--- src/inc/exception_priority_entry_regs.svh ---
/*
 * Offsets, field positions, reset values and fixed codes of the exception
 * priority and entry block.
 * Assumes byte addressing on an 8-bit register port with one word per register.
 */
`ifndef EXCEPTION_PRIORITY_ENTRY_REGS_SVH
`define EXCEPTION_PRIORITY_ENTRY_REGS_SVH

// ==========================================================================
// Exception numbering
`define NUM_EXC 24
`define IMPL_MASK 24'hffc87c
`define EXC_NMI 5'h02
`define EXC_HARD 5'h03
`define EXC_FIRST_CFG 5'h04

// ==========================================================================
// Register offsets
`define REG_PRIO_BASE 8'h00
`define REG_PRIO_END 8'h60
`define REG_CTRL 8'h80
`define REG_MASK 8'h84
`define REG_PEND 8'h88
`define REG_ACTIVE 8'h8c
`define REG_STATUS 8'h90

// ==========================================================================
// Fields and reset values
`define CTRL_ALIGN_BIT 8
`define MASK_PRIMASK_BIT 8
`define PRIO_RST 4'h0
`define SPLIT_RST 3'h0
`define ALIGN_RST 1'b1
`define MAX_SUB_BITS 3'h4

// ==========================================================================
// Ranking, frames and return codes
`define CLS_NMI 2'h1
`define CLS_HARD 2'h2
`define CLS_CFG 2'h3
`define LVL_NONE 7'h7f
`define FRAME_BASIC 5'h08
`define FRAME_FP 5'h1a
`define PSR_PAD_BIT 9
`define RET_UPPER 27'h7ffffff
`define RET_LOW 2'h1
`define VEC_BASE 32'h00000000

`endif

--- src/inc/exc_entry_pkg.sv ---
/*
 * Types shared by the exception priority and entry block.
 * Assumes the core supplies its context as one packed bundle.
 */
package exc_entry_pkg;

	// ======================================================================
	// Types
	typedef enum logic [2:0] {ST_RUN, ST_STACK, ST_LAUNCH, ST_CHECK, ST_UNSTACK} entry_state_e;

	typedef struct packed {
		logic [31:0] r0;
		logic [31:0] r1;
		logic [31:0] r2;
		logic [31:0] r3;
		logic [31:0] r12;
		logic [31:0] link_ret;
		logic [31:0] ret_pc;
		logic [31:0] psr;
	} ctx_s;

	typedef logic [6:0] rank_t;

endpackage : exc_entry_pkg

--- src/core/exception_priority_entry.sv ---
/*
 * Exception priority resolution, stacking, vector fetch, late arrival,
 * tail-chaining and unstacking for a small processor core.
 * Assumes the core holds ctx, fp_state, msp and psp stable while a frame is
 * stacked, and that memory and vector reads answer in the next cycle.
 */
// Our own choices: the address-and-strobe port and the address map.
`timescale 1ns/10ps
`include "exception_priority_entry_regs.svh"

// Contract
// - Smaller priority value is more urgent
// - Fixed negative levels outrank configurable ones
// - Configurable priorities reset to zero
// - Configurable priorities hold sixteen values
// - Equal priority: lowest exception number first
// - Only strictly more urgent preempts
// - Priority split into group and subpriority
// - Preemption compares group field only
// - Subpriority then lowest number orders service
// - Nothing qualifies on completion: unstack
// - Qualifying pending on completion: tail-chain
// - Late arrival redirects vector, stacking continues
// - Late arrival closes at first execute
// - Entry in thread mode or outranking
// - Masked exceptions stay pending
// - Push eight-word frame on current stack
// - Extended frame when floating point active
// - Stack pointer ends at frame bottom
// - Frame holds return address
// - Vector fetch parallel; start after stacking
// - Link register gets return code
// - Pending becomes active as handler begins
// - Return code upper bits all ones
module exception_priority_entry
	import exc_entry_pkg::*;
(
	input wire logic clk,
	input wire logic rst_n,
	input wire logic [7:0] reg_addr,
	input wire logic [31:0] reg_wdata,
	input wire logic reg_wr,
	input wire logic reg_rd,
	output logic [31:0] reg_rdata,
	input wire logic [15:0] sys_req,
	input wire logic [7:0] irq_pin,
	input wire ctx_s ctx,
	input wire logic [16:0][31:0] fp_state,
	input wire logic fp_active,
	input wire logic [31:0] msp,
	input wire logic [31:0] psp,
	input wire logic psp_sel,
	input wire logic handler_done,
	input wire logic [31:0] done_code,
	input wire logic first_exec,
	output logic handler_start,
	output logic [31:0] handler_pc,
	output logic [31:0] link_register,
	output logic [4:0] cur_exc,
	output logic sp_load,
	output logic sp_load_psp,
	output logic [31:0] sp_value,
	output logic resume,
	output logic vec_rd,
	output logic [31:0] vec_addr,
	input wire logic [31:0] vec_data,
	output logic mem_wr,
	output logic mem_rd,
	output logic [31:0] mem_addr,
	output logic [31:0] mem_wdata,
	input wire logic [31:0] mem_rdata,
	output logic restore_valid,
	output logic [4:0] restore_idx,
	output logic [31:0] restore_data
);

	localparam logic [23:0] IMPL = `IMPL_MASK;

	logic [3:0] prio_reg [`NUM_EXC];
	logic [2:0] split_reg;
	logic align_reg;
	logic [3:0] basepri_reg;
	logic primask_reg;
	logic [23:0] pend_reg;
	logic [23:0] active_reg;
	entry_state_e state_reg;
	logic [4:0] target_reg;
	logic [4:0] cnt_reg;
	logic [4:0] words_reg;
	logic [31:0] base_reg;
	logic [31:0] code_reg;
	logic pad_reg;
	logic vec_wait_reg;
	logic vec_got_reg;
	logic [31:0] vec_pc_reg;
	logic started_reg;
	logic rdq_reg;
	logic [4:0] rdq_idx_reg;
	logic [7:0] irq_meta_reg;
	logic [7:0] irq_sync_reg;
	logic [7:0] irq_last_reg;

	// ======================================================================
	// Ranking
	// A fixed exception ranks by class alone, so no programmed value can
	// ever reach it.
	function automatic rank_t rank(input logic [4:0] n, input logic [3:0] p,
		input logic [3:0] m);
		if (n == `EXC_NMI)
			rank = {1'b0, `CLS_NMI, 4'h0};
		else if (n == `EXC_HARD)
			rank = {1'b0, `CLS_HARD, 4'h0};
		else
			rank = {1'b0, `CLS_CFG, p & m};
	endfunction : rank

	logic [3:0] gmask;
	logic found;
	logic [4:0] best;
	rank_t best_key;
	rank_t lvl;
	rank_t mlvl;
	logic [4:0] inner;
	logic take;
	logic late;

	assign gmask = 4'hf << ((split_reg > `MAX_SUB_BITS) ? `MAX_SUB_BITS : split_reg);

	always_comb begin
		found = 1'b0;
		best = 5'h00;
		best_key = `LVL_NONE;
		lvl = `LVL_NONE;
		inner = 5'h00;
		for (int i = 0; i < `NUM_EXC; i++) begin
			// Strict compare in ascending order keeps the lowest number on a tie.
			if (pend_reg[i] && rank(5'(i), prio_reg[i], 4'hf) < best_key) begin
				found = 1'b1;
				best = 5'(i);
				best_key = rank(5'(i), prio_reg[i], 4'hf);
			end
			if (active_reg[i] && rank(5'(i), prio_reg[i], gmask) < lvl) begin
				lvl = rank(5'(i), prio_reg[i], gmask);
				inner = 5'(i);
			end
		end
		mlvl = lvl;
		if (primask_reg && {1'b0, `CLS_CFG, 4'h0} < mlvl)
			mlvl = {1'b0, `CLS_CFG, 4'h0};
		if (basepri_reg != 4'h0 && {1'b0, `CLS_CFG, basepri_reg & gmask} < mlvl)
			mlvl = {1'b0, `CLS_CFG, basepri_reg & gmask};
	end

	// Thread mode has no active level, so any sufficient exception enters.
	assign take = found && (rank(best, prio_reg[best], gmask) < mlvl);
	assign late = take && (rank(best, prio_reg[best], gmask) <
		rank(target_reg, prio_reg[target_reg], gmask));

	// ======================================================================
	// Entry frame arithmetic
	logic thread;
	logic use_psp;
	logic [31:0] sp_cur;
	logic [4:0] words_n;
	logic [31:0] raw;
	logic [31:0] base_n;
	logic [31:0] code_n;
	logic [31:0] frame_word;

	assign thread = (active_reg == 24'h000000);
	assign use_psp = thread & psp_sel;
	assign sp_cur = use_psp ? psp : msp;
	assign words_n = fp_active ? `FRAME_FP : `FRAME_BASIC;
	assign raw = sp_cur - {25'h0000000, words_n, 2'h0};
	assign base_n = align_reg ? {raw[31:3], 3'h0} : raw;
	assign code_n = {`RET_UPPER, ~fp_active, thread, use_psp, `RET_LOW};

	always_comb begin
		case (cnt_reg)
			5'h00: frame_word = ctx.r0;
			5'h01: frame_word = ctx.r1;
			5'h02: frame_word = ctx.r2;
			5'h03: frame_word = ctx.r3;
			5'h04: frame_word = ctx.r12;
			5'h05: frame_word = ctx.link_ret;
			5'h06: frame_word = ctx.ret_pc;
			5'h07: frame_word = {ctx.psr[31:10], pad_reg, ctx.psr[8:0]};
			5'h19: frame_word = 32'h00000000;
			default: frame_word = fp_state[5'(cnt_reg - 5'h08)];
		endcase
	end

	// ======================================================================
	// Pin synchroniser
	always_ff @(posedge clk) begin
		if (!rst_n) begin
			irq_meta_reg <= 8'h00;
			irq_sync_reg <= 8'h00;
			irq_last_reg <= 8'h00;
		end else begin
			irq_meta_reg <= irq_pin;
			irq_sync_reg <= irq_meta_reg;
			irq_last_reg <= irq_sync_reg;
		end
	end

	// ======================================================================
	// Pending and active status
	logic [23:0] pend_set;
	logic commit;
	logic done_now;

	assign commit = (state_reg == ST_LAUNCH) && started_reg && first_exec;
	assign done_now = (state_reg == ST_RUN) && handler_done && !thread;
	assign pend_set = IMPL & ({irq_sync_reg & ~irq_last_reg, sys_req} |
		((reg_wr && reg_addr == `REG_PEND) ? reg_wdata[23:0] : 24'h000000));

	always_ff @(posedge clk) begin
		if (!rst_n) begin
			pend_reg <= 24'h000000;
			active_reg <= 24'h000000;
		end else begin
			// A new request in the clearing cycle stays pending.
			pend_reg <= (pend_reg & ~((commit ? 24'h000001 : 24'h000000) << target_reg))
				| pend_set;
			active_reg <= (active_reg & ~((done_now ? 24'h000001 : 24'h000000) << inner))
				| ((commit ? 24'h000001 : 24'h000000) << target_reg);
		end
	end

	// ======================================================================
	// Entry, late arrival, tail-chain and return sequencer
	always_ff @(posedge clk) begin
		if (!rst_n) begin
			state_reg <= ST_RUN;
			target_reg <= 5'h00;
			cnt_reg <= 5'h00;
			words_reg <= `FRAME_BASIC;
			base_reg <= 32'h00000000;
			code_reg <= 32'h00000000;
			pad_reg <= 1'b0;
			started_reg <= 1'b0;
			vec_rd <= 1'b0;
			vec_addr <= `VEC_BASE;
			handler_start <= 1'b0;
			handler_pc <= 32'h00000000;
			link_register <= 32'h00000000;
			sp_load <= 1'b0;
			sp_load_psp <= 1'b0;
			sp_value <= 32'h00000000;
			resume <= 1'b0;
		end else begin
			vec_rd <= 1'b0;
			handler_start <= 1'b0;
			sp_load <= 1'b0;
			resume <= 1'b0;
			case (state_reg)
				ST_RUN: begin
					if (done_now) begin
						code_reg <= done_code;
						state_reg <= ST_CHECK;
					end else if (take) begin
						state_reg <= ST_STACK;
						target_reg <= best;
						cnt_reg <= 5'h00;
						words_reg <= words_n;
						base_reg <= base_n;
						pad_reg <= align_reg & raw[2];
						code_reg <= code_n;
						started_reg <= 1'b0;
						vec_rd <= 1'b1;
						vec_addr <= `VEC_BASE + {25'h0000000, best, 2'h0};
					end
				end
				ST_STACK: begin
					cnt_reg <= cnt_reg + 5'h01;
					if (cnt_reg == words_reg - 5'h01) begin
						state_reg <= ST_LAUNCH;
						sp_load <= 1'b1;
						sp_load_psp <= code_reg[2];
						sp_value <= base_reg;
					end
					if (late) begin
						target_reg <= best;
						vec_rd <= 1'b1;
						vec_addr <= `VEC_BASE + {25'h0000000, best, 2'h0};
					end
				end
				ST_LAUNCH: begin
					if (commit) begin
						state_reg <= ST_RUN;
					end else if (late) begin
						target_reg <= best;
						started_reg <= 1'b0;
						vec_rd <= 1'b1;
						vec_addr <= `VEC_BASE + {25'h0000000, best, 2'h0};
					end else if (vec_got_reg && !vec_wait_reg && !vec_rd && !started_reg) begin
						handler_start <= 1'b1;
						handler_pc <= vec_pc_reg;
						link_register <= code_reg;
						started_reg <= 1'b1;
					end
				end
				ST_CHECK: begin
					if (take) begin
						state_reg <= ST_LAUNCH;
						target_reg <= best;
						started_reg <= 1'b0;
						vec_rd <= 1'b1;
						vec_addr <= `VEC_BASE + {25'h0000000, best, 2'h0};
					end else begin
						state_reg <= ST_UNSTACK;
						cnt_reg <= 5'h00;
						words_reg <= code_reg[4] ? `FRAME_BASIC : `FRAME_FP;
						base_reg <= code_reg[2] ? psp : msp;
						pad_reg <= 1'b0;
					end
				end
				ST_UNSTACK: begin
					if (cnt_reg != words_reg)
						cnt_reg <= cnt_reg + 5'h01;
					if (rdq_reg && rdq_idx_reg == 5'h07)
						pad_reg <= mem_rdata[`PSR_PAD_BIT];
					if (rdq_reg && rdq_idx_reg == words_reg - 5'h01) begin
						state_reg <= ST_RUN;
						resume <= 1'b1;
						sp_load <= 1'b1;
						sp_load_psp <= code_reg[2];
						sp_value <= base_reg + {25'h0000000, words_reg, 2'h0} +
							{29'h00000000, (rdq_idx_reg == 5'h07) ? mem_rdata[`PSR_PAD_BIT] : pad_reg,
							2'h0};
					end
				end
				default: state_reg <= ST_RUN;
			endcase
		end
	end

	// ======================================================================
	// Vector fetch capture
	always_ff @(posedge clk) begin
		if (!rst_n) begin
			vec_wait_reg <= 1'b0;
			vec_got_reg <= 1'b0;
			vec_pc_reg <= 32'h00000000;
		end else begin
			vec_wait_reg <= vec_rd;
			if (vec_rd)
				vec_got_reg <= 1'b0;
			else if (vec_wait_reg) begin
				vec_got_reg <= 1'b1;
				vec_pc_reg <= vec_data;
			end
		end
	end

	// ======================================================================
	// Stack memory port
	always_ff @(posedge clk) begin
		if (!rst_n) begin
			mem_wr <= 1'b0;
			mem_rd <= 1'b0;
			mem_addr <= 32'h00000000;
			mem_wdata <= 32'h00000000;
			rdq_reg <= 1'b0;
			rdq_idx_reg <= 5'h00;
			restore_valid <= 1'b0;
			restore_idx <= 5'h00;
			restore_data <= 32'h00000000;
		end else begin
			// Stacking is never cut short by a late arrival, the frame is shared.
			mem_wr <= (state_reg == ST_STACK);
			mem_rd <= (state_reg == ST_UNSTACK) && (cnt_reg != words_reg);
			mem_addr <= base_reg + {25'h0000000, cnt_reg, 2'h0};
			mem_wdata <= frame_word;
			rdq_reg <= mem_rd;
			rdq_idx_reg <= 5'(mem_addr[6:2] - base_reg[6:2]);
			restore_valid <= rdq_reg;
			restore_idx <= rdq_idx_reg;
			restore_data <= mem_rdata;
		end
	end

	// ======================================================================
	// Register port
	always_ff @(posedge clk) begin
		if (!rst_n) begin
			for (int i = 0; i < `NUM_EXC; i++)
				prio_reg[i] <= `PRIO_RST;
			split_reg <= `SPLIT_RST;
			align_reg <= `ALIGN_RST;
			basepri_reg <= 4'h0;
			primask_reg <= 1'b0;
		end else if (reg_wr) begin
			if (reg_addr < `REG_PRIO_END && reg_addr[1:0] == 2'h0 &&
				reg_addr[6:2] >= `EXC_FIRST_CFG && IMPL[reg_addr[6:2]])
				prio_reg[reg_addr[6:2]] <= reg_wdata[3:0];
			if (reg_addr == `REG_CTRL) begin
				split_reg <= reg_wdata[2:0];
				align_reg <= reg_wdata[`CTRL_ALIGN_BIT];
			end
			if (reg_addr == `REG_MASK) begin
				basepri_reg <= reg_wdata[3:0];
				primask_reg <= reg_wdata[`MASK_PRIMASK_BIT];
			end
		end
	end

	always_ff @(posedge clk) begin
		if (!rst_n) begin
			reg_rdata <= 32'h00000000;
			cur_exc <= 5'h00;
		end else begin
			cur_exc <= inner;
			reg_rdata <= 32'h00000000;
			if (reg_rd) begin
				if (reg_addr < `REG_PRIO_END && reg_addr[1:0] == 2'h0)
					reg_rdata <= {28'h0000000, prio_reg[reg_addr[6:2]]};
				else
					case (reg_addr)
						`REG_CTRL: reg_rdata <= {23'h000000, align_reg, 5'h00, split_reg};
						`REG_MASK: reg_rdata <= {23'h000000, primask_reg, 4'h0, basepri_reg};
						`REG_PEND: reg_rdata <= {8'h00, pend_reg};
						`REG_ACTIVE: reg_rdata <= {8'h00, active_reg};
						`REG_STATUS: reg_rdata <= {19'h00000, state_reg, target_reg, cur_exc};
						default: reg_rdata <= 32'h00000000;
					endcase
			end
		end
	end

	// ======================================================================
	// Checks
	AST_PRIO_RESET: assert property (@(posedge clk) $past(!rst_n) |-> prio_reg[5] == 4'h0)
		else $error("Priority not zero after reset.");
	AST_PRIO_WIDTH: assert property (@(posedge clk) disable iff (!rst_n)
		$past(reg_rd) && $past(reg_addr) == `REG_PRIO_BASE + 8'h10 |-> reg_rdata[31:4] == 28'h0)
		else $error("Priority field wider than four bits.");
	AST_MASKED: assert property (@(posedge clk) disable iff (!rst_n)
		state_reg == ST_RUN && primask_reg && !done_now && best > `EXC_HARD && pend_reg == (24'h1 << best)
		|=> state_reg != ST_STACK)
		else $error("Masked exception taken.");
	AST_FRAME_BASIC: assert property (@(posedge clk) disable iff (!rst_n)
		$rose(mem_wr) && words_reg == `FRAME_BASIC |-> mem_wr [*8] ##1 !mem_wr)
		else $error("Basic frame is not eight words.");
	AST_LR_UPPER: assert property (@(posedge clk) disable iff (!rst_n)
		handler_start |-> link_register[31:5] == `RET_UPPER)
		else $error("Return code upper bits not all ones.");
	AST_START_AFTER: assert property (@(posedge clk) disable iff (!rst_n)
		handler_start |-> !mem_wr && state_reg == ST_LAUNCH && $past(state_reg) != ST_STACK)
		else $error("Handler started before stacking ended.");
	AST_SP_BOTTOM: assert property (@(posedge clk) disable iff (!rst_n)
		state_reg == ST_LAUNCH && $past(state_reg) == ST_STACK
		|-> sp_load && sp_value == base_reg && (!align_reg || sp_value[2:0] == 3'h0))
		else $error("Stack pointer not at frame bottom.");
	AST_ACTIVATE: assert property (@(posedge clk) disable iff (!rst_n)
		commit |=> active_reg[$past(target_reg)] && state_reg == ST_RUN)
		else $error("Serviced exception not made active.");
	AST_TAIL: assert property (@(posedge clk) disable iff (!rst_n)
		state_reg == ST_CHECK && take |=> state_reg == ST_LAUNCH && vec_rd ##1 !mem_wr)
		else $error("Tail-chain did not skip unstacking.");

endmodule : exception_priority_entry

--- config.mk ---
export PLATFORM = sky130hd
export DESIGN_NAME = exception_priority_entry
export DESIGN_NICKNAME = d
export VERILOG_FILES = /design/src/inc/exc_entry_pkg.sv /design/src/core/exception_priority_entry.sv
export VERILOG_INCLUDE_DIRS = /design/src /design/src/inc
export SDC_FILE = /design/constraint.sdc
export NUM_CORES = 2
export LEC_CHECK = 0
export ABC_AREA = 1
export BUFFER_PORTS_ARGS = -buffer_cell sky130_fd_sc_hd__buf_2
export CELL_PAD_IN_SITES_DETAIL_PLACEMENT = 0
export CELL_PAD_IN_SITES_GLOBAL_PLACEMENT = 2
export CORE_AREA = 2 2 511 513
export CTS_CLUSTER_SIZE = 8
export DETAILED_ROUTE_END_ITERATION = 7
export DIE_AREA = 0 0 513 515
export PLACE_DENSITY = 0.52
export SLEW_MARGIN = 15
export SYNTH_ARGS = -nofsm -noshare
export SYNTH_HDL_FRONTEND = slang
export SYNTH_SLANG_ARGS = --single-unit
--- constraint.sdc ---
create_clock -name clk -period 38.3 [get_ports clk]
set_input_delay 3.83 -clock clk [delete_from_list [all_inputs] [get_ports clk]]
set_output_delay 3.83 -clock clk [all_outputs]
set_load 0.02 [all_outputs]
# After elaboration in Yosys (flattened, before gate mapping)

Memory sizes are Yosys's and may differ from the RTL's. A register that Yosys moved wholly into a read port is not among the register bits.
Index checks and enable logic that the tools add are counted.

Memories kept: 2
Output and inout port bits: 274
Register bits: 471
RAM bits: 96
Input bits: 1,032
Memory bits (read-only): 32
Word-level logic and storage cells: 497

Memory list:

| name             | words | width | rd ports | clocked after Yosys merged registers in | write ports | RTL line                        | text |
|---|---|---|---|---|---|---|---|
| prio_reg         | 24    | 4     | 25       | 1                                       | 24          | exception_priority_entry.sv:79  | `` logic [3:0] prio_reg [`NUM_EXC]; `` |
| (name not given) | 32    | 1     | 1        | 0                                       | 0           | exception_priority_entry.sv:396 | `` reg_addr[6:2] >= `EXC_FIRST_CFG && IMPL[reg_addr[6:2]]) `` |

Bitwise logic cells: 43
Add/sub/neg operators: 8
Mux-type cells: 207
Eq/ne operators: 36
Shifts and indexed selects: 3
Order comparisons: 57
Reduce and logical (&&, ||, !) cells: 100

Operators with widths:

| kind                 | count |
|---|---|
| $mux W32             | 14 |
| $mux W7              | 49 |
| $lt A6 B7 Y1         | 43 |
| $pmux W32 S9         | 1 |
| $mux W5              | 56 |
| $bmux W32 S5         | 1 |
| $pmux W32 S2         | 2 |
| $pmux W32 S4         | 1 |
| $pmux W24 S5         | 1 |
| $and A4 B4 Y4        | 25 |
| $or A24 B24 Y24      | 3 |
| $logic_and A1 B1 Y1  | 66 |
| $add A32 B7 Y32      | 2 |
| $mux W1              | 54 |
| $and A24 B24 Y24     | 2 |
| $not A24 Y24         | 2 |
| $shl A1 B5 Y24       | 2 |
| $eq A8 B8 Y1 const B | 5 |
| $pmux W5 S4          | 2 |
| $add A32 B3 Y32      | 1 |
| $sub A32 B7 Y32      | 1 |
| $eq A5 B2 Y1 const B | 6 |
| $mux W3              | 10 |
| $eq A5 B3 Y1 const B | 5 |
| other kinds (51)     | 100 |

# Depth between registers and ports, before layout

Word-level depth: 90
Gate-level depth with buffers: 210
Gate-level depth less buffers: 207

# Least setup slack after synthesis

OpenSTA, ideal clock, no wires.

Path kind: flip-flop to flip-flop
Start point: reg pend_reg[0]
End point: reg link_register[14]
Library setup time: 0.066 ns
Cell stages (with the launch flop): 153
Arrival time: 22.967 ns
Data required time: 38.234 ns
Buffers on the path: 5
Clock period less this slack: 23.033 ns
Setup slack: 15.267 ns
Cells stage by stage: dfxtp_1 > inv_1 > nor2_1 > ha_1 > a21oi_1 > o21ai_1 > nand3_1 > nand3_1 > o211ai_1 > ha_1 > a21oi_1 > nand2_1 > nand4_1 > nand2_1 > buf_2 > o21ai_0 > ha_1 > a21oi_1 > [... 117 more ...] > nand2_1 > inv_1 > nand2_1 > clkbuf_1 > o22ai_1 > o21ai_0 > a31oi_1 > nor4b_1 > ha_1 > a21oi_1 > nand2_1 > a21oi_2 > nand3_4 > nand3_4 > buf_8 > buf_8 > nand2_4 > a21oi_2

Cells in the longest elaborated chain, start to end: 80
Elaborated cells between the ends (all ways): 129
Those cells by class: order compare (25); eq/ne (2); mux (72); bitwise (2); reduce/logical (27); memory (1)

Ends and longest elaborated chain:

| item                                 | RTL line                        | text |
|---|---|---|
| start: declaration                   | exception_priority_entry.sv:84  | `logic [23:0] pend_reg;` |
| start signal: assignment             | exception_priority_entry.sv:224 | `pend_reg <= (pend_reg & ~((commit ? 24'h000001 : 24'h000000) << target_reg))` |
| $logic_and A1 B1 Y1 *                | exception_priority_entry.sv:137 | `if (pend_reg[i] && rank(5'(i), prio_reg[i], 4'hf) < best_key) begin` |
| $mux W7                              | exception_priority_entry.sv:137 |  |
| $lt A6 B7 Y1                         | exception_priority_entry.sv:137 |  |
| $logic_and A1 B1 Y1                  | exception_priority_entry.sv:137 |  |
| $mux W7                              | exception_priority_entry.sv:137 |  |
| $lt A5 B7 Y1                         | exception_priority_entry.sv:137 |  |
| $logic_and A1 B1 Y1                  | exception_priority_entry.sv:137 |  |
| $mux W7                              | exception_priority_entry.sv:137 |  |
| [... 64 more ...]                    | n/a                             |  |
| $and A4 B4 Y4                        | exception_priority_entry.sv:114 | `` rank = {1'b0, `CLS_CFG, p & m}; `` |
| $mux W5                              | exception_priority_entry.sv:111 | `` else if (n == `EXC_HARD) `` |
| $mux W6                              | exception_priority_entry.sv:109 | `` if (n == `EXC_NMI) `` |
| $lt A7 B7 Y1                         | exception_priority_entry.sv:155 | `assign take = found && (rank(best, prio_reg[best], gmask) < mlvl);` |
| $logic_and A1 B1 Y1                  | exception_priority_entry.sv:155 |  |
| $logic_and A1 B1 Y1 *                | exception_priority_entry.sv:156 | `assign late = take && (rank(best, prio_reg[best], gmask) <` |
| $not A1 Y1 (no source line) *        | n/a                             |  |
| $reduce_and A4 Y1 (no source line) * | n/a                             |  |
| end signal: assignment               | exception_priority_entry.sv:300 | `link_register <= code_reg;` |
| end: declaration                     | exception_priority_entry.sv:58  | `output logic [31:0] link_register,` |

Every way passes the cells marked *; elsewhere a longest branch is shown, timed or not.
A chain may end at the register's enable or synchronous reset.

# Worst setup path in the final report

Start point: reg pend_reg[0]
End point: reg handler_pc[22]

Cells in the longest elaborated chain, start to end: 80
Elaborated cells between the ends (all ways): 129
Those cells by class: order compare (25); eq/ne (2); mux (72); bitwise (2); reduce/logical (27); memory (1)

Ends and longest elaborated chain:

| item                                 | RTL line                        | text |
|---|---|---|
| $logic_and A1 B1 Y1 *                | exception_priority_entry.sv:137 |  |
| $mux W7                              | exception_priority_entry.sv:137 |  |
| $lt A6 B7 Y1                         | exception_priority_entry.sv:137 |  |
| $logic_and A1 B1 Y1                  | exception_priority_entry.sv:137 |  |
| $mux W7                              | exception_priority_entry.sv:137 |  |
| $lt A5 B7 Y1                         | exception_priority_entry.sv:137 |  |
| $logic_and A1 B1 Y1                  | exception_priority_entry.sv:137 |  |
| $mux W7                              | exception_priority_entry.sv:137 |  |
| [... 64 more ...]                    | n/a                             |  |
| $and A4 B4 Y4                        | exception_priority_entry.sv:114 |  |
| $mux W5                              | exception_priority_entry.sv:111 |  |
| $mux W6                              | exception_priority_entry.sv:109 |  |
| $lt A7 B7 Y1                         | exception_priority_entry.sv:155 |  |
| $logic_and A1 B1 Y1                  | exception_priority_entry.sv:155 |  |
| $logic_and A1 B1 Y1 *                | exception_priority_entry.sv:156 |  |
| $not A1 Y1 (no source line) *        | n/a                             |  |
| $reduce_and A4 Y1 (no source line) * | n/a                             |  |
| end signal: assignment               | exception_priority_entry.sv:299 | `handler_pc <= vec_pc_reg;` |
| end: declaration                     | exception_priority_entry.sv:57  | `output logic [31:0] handler_pc,` |

Marks and branches as above.

==> results.sh <==
export IMPL_status="finished with violations"
export IMPL_violations="max-capacitance violations, max-slew violations"
export IMPL_cts_sinks=573
export IMPL_clkSlewWorstSetupHoldPaths_ns=0.06
export IMPL_crit_type="register to register"
export IMPL_timing_rr_start="pend_reg[0]$_SDFF_PN0_"
export IMPL_synthesis_instances=6263
export IMPL_antenna_found_initial=205
export IMPL_die_area_um2=264000
export IMPL_net_switching_power_uw=1230
export IMPL_hold_viol=0
export IMPL_syn_mean_instance_area_um2=6.82
export IMPL_drt_pass1_iterations=5
export IMPL_min_path_type="register to register"
export IMPL_drive_gt1_frac=0.257
export IMPL_syn_to_final_growth_pct=28.6
export IMPL_synth_edff_count=128
export IMPL_yosys_warnings=0
export IMPL_hold_ws_ns=0.407
export IMPL_core_area_um2=259000
export IMPL_yosysMostFrequentCell="nand2_1"
export IMPL_yosysSeqAreaShare=0.298
export IMPL_powerDensity_nw_per_um2=48.1
export IMPL_cp_startpoint="pend_reg[0]$_SDFF_PN0_"
export IMPL_grt_pass1_wl_mm=450
export IMPL_grt_pass1_vias=48800
export IMPL_critPathArrivalTime_ns=32.98
export IMPL_pin_count=1306
export IMPL_cts_made_buffers=87
export IMPL_yosysTopAreaCell="dfxtp_1"
export IMPL_overflow=0
export IMPL_dpl_hpwl_mm=283
export IMPL_grt_usage=0.251
export IMPL_worstMarginPinSlew_ns=1.57
export IMPL_cpLargestDelayFamily="compound AO/OA/AOI/OAI gates"
export IMPL_leakage_uw=0.0255
export IMPL_largest_reg_flops=128
export IMPL_ys_flop_type="dfxtp_1"
export IMPL_post_cts_buffers=0
export IMPL_synth_area_um2=42700
export IMPL_reg2reg_depth=155
export IMPL_maxSlewViolCount=2
export IMPL_wire_per_inst_um=31.5
export IMPL_relSlewSlack=-0.0507
export IMPL_vias_per_cell=4.61
export IMPL_max_freq_ghz=0.0309
export IMPL_drt_iter0_drc=4049
export IMPL_synth_area_leaders="dfxtp_1, nand2_1, edfxtp_1, o21ai_0, nor2_1"
export IMPL_final_util=0.213
export IMPL_timing_final_crit_share=0.844
export IMPL_synth_seq_cells=573
export IMPL_seq_power_share=0.282
export IMPL_cts_max_level=3
export IMPL_worstHoldStart="irq_meta_reg[7]$_SDFF_PN0_"
export IMPL_layout_cells_non_filler=10900
export IMPL_setup_violations=0
export IMPL_clock_skew_ns=0.0828
export IMPL_dp_cells=10700
export IMPL_yosys_top_cells_count="nand2_1, nor2_1, o21ai_0, inv_1, dfxtp_1"
export IMPL_fp_dieW_um=513
export IMPL_wl_mm=344
export IMPL_post_route_drc_count=0
export IMPL_clk_path_buf_depth=3
export IMPL_rsz0062_at_grt="false"
export IMPL_synth_async_reset_ratio=0
export IMPL_worst_path_most_repeated_cell="nand2_1"
export IMPL_nNetsFinal=8577
export IMPL_routabilityCongestion=1.03
export IMPL_reg2reg_slack_ns=5.98
export IMPL_clock_power_share=0.296
export IMPL_grt_max_degree=116
export IMPL_die_h_um=515
export IMPL_synth_distinct_cells=84
export IMPL_ctsHoldBuffers=0
export IMPL_num_vias=50400
export IMPL_rows=187
export IMPL_startpoint_type="register"
export IMPL_insertion_delay_ns=0.77
export IMPL_end_kind="register"
export IMPL_fill_cells=29800
export IMPL_ant_nets=0
export IMPL_cts_resized=0
export IMPL_swShare=0.466
export IMPL_min_path_cells=2
export IMPL_cts_root_buf="clkbuf_16"
export IMPL_ir_drop_uv=34.5
export IMPL_p_comb_frac=0.422
export IMPL_required_ns=38.96
export IMPL_initial_core_util=0.165
export IMPL_p_int_uw=1410
export IMPL_worst_path_buf_inv=10
export IMPL_cts_tree="yes"
export IMPL_critical_path_max_fanout=30
export IMPL_cp_slowest_cell="buf_4"
export IMPL_post_route_min_period_ns=32.32
export IMPL_drv_cap=2
export IMPL_port_buffers=1248
export IMPL_tns_ns=0
export IMPL_rr_endpoint="handler_pc[22]$_SDFFE_PN0P_"
export IMPL_synth_top_area_share=0.208
export IMPL_worst_hold_path_endpoint="irq_sync_reg[7]$_SDFF_PN0_"
export IMPL_max_stage_delay_ns=0.72
[stage by stage]
stage | total power, uW | setup slack (ns) | instance area [um^2]
2_1_floorplan | 1340 | 15.27 | 43100
3_3_place_gp | 1880 | 6.23 | 52200
3_5_place_dp | 1870 | 6.12 | 52200
4_1_cts | 2680 | 6.01 | 54800
5_1_grt | 2780 | 2.67 | 54900
6_report | 2640 | 5.98 | 55000
[power by group through the flow]
stage          Combinational, uW  Sequential (uW)  Clock (uW)
4_1_cts                     1120              745         812
3_3_place_gp                1120              757           0
5_1_grt                     1200              752         830
3_5_place_dp                1120              757           0
2_1_floorplan                589              747           0
6_report                    1120              745         783
[tightest hold or removal path, delay by kind of cell, from the launching register on]
kind                   cells  cell delay [ns]
buffers and inverters      1             0.04
DFF                        1             0.30
and+or+nand+nor            1             0.04
[worst max path at each step]
stage                                          end  slack, ns  depth (start not counted)
floorplan           link_register[14]$_SDFFE_PN0P_      15.27                        152
global placement       handler_pc[22]$_SDFFE_PN0P_       6.23                        166
detailed placement     handler_pc[22]$_SDFFE_PN0P_       6.12                        157
CTS                    handler_pc[28]$_SDFFE_PN0P_       6.01                        157
global route           handler_pc[22]$_SDFFE_PN0P_       2.67                        166
finish                 handler_pc[22]$_SDFFE_PN0P_       5.98                        155
[cell families (layout without fill, tap and decap cells)]
logic type | count (synthesis) | in the layout | synth area share
flip-flops | 573 | 573 | 0.298
buffers and inverters | 1046 | 2143 | 0.115
AND/OR/NAND/NOR | 2870 | 2870 | 0.313
AO/OA/AOI/OAI | 1582 | 1582 | 0.223
other | 1 | 161 | 0.0000877
multiplexers | 18 | 18 | 0.00424
adder cells (fa/ha/maj) | 118 | 118 | 0.0351
XOR/XNOR | 55 | 55 | 0.0113
[metal layers]
layer | share of wire | GRT usage | up-vias
li1 | - | - | 23400
met1 | 0.44 | 0.322 | 24600
met2 | 0.47 | 0.426 | 1799
met3 | 0.063 | 0.0583 | 471
met4 | 0.023 | 0.0469 | 40
met5 | 0.00070 | 0 | -
[cells in the final DEF (no fill, tap or decap), types with 70 or more instances in the layout]
cell	count
ha_1	115
nand3_1	321
nand2_2	89
o22ai_1	158
edfxtp_1	128
nand2_1	1224
o21ai_0	622
a21oi_2	70
a21oi_1	343
nand2_4	84
clkbuf_16	88
nand4_1	171
conb_1	107
buf_2	1247
inv_1	622
nor2_1	776
dfxtp_1	442
buf_4	103
[cell type report]
type	instances	area [um^2]	area share
Multi-Input combinational cell	4750	25600	0.466
Sequential cell	573	12800	0.232
Timing Repair Buffer	1353	7070	0.129
Tap cell	3402	4260	0.0774
Inverter	662	2520	0.0458
Clock buffer	113	2330	0.0423
Clock inverter	15	290	0.00528
Antenna cell	54	135	0.00246
Power figures use the tool's default switching activity.
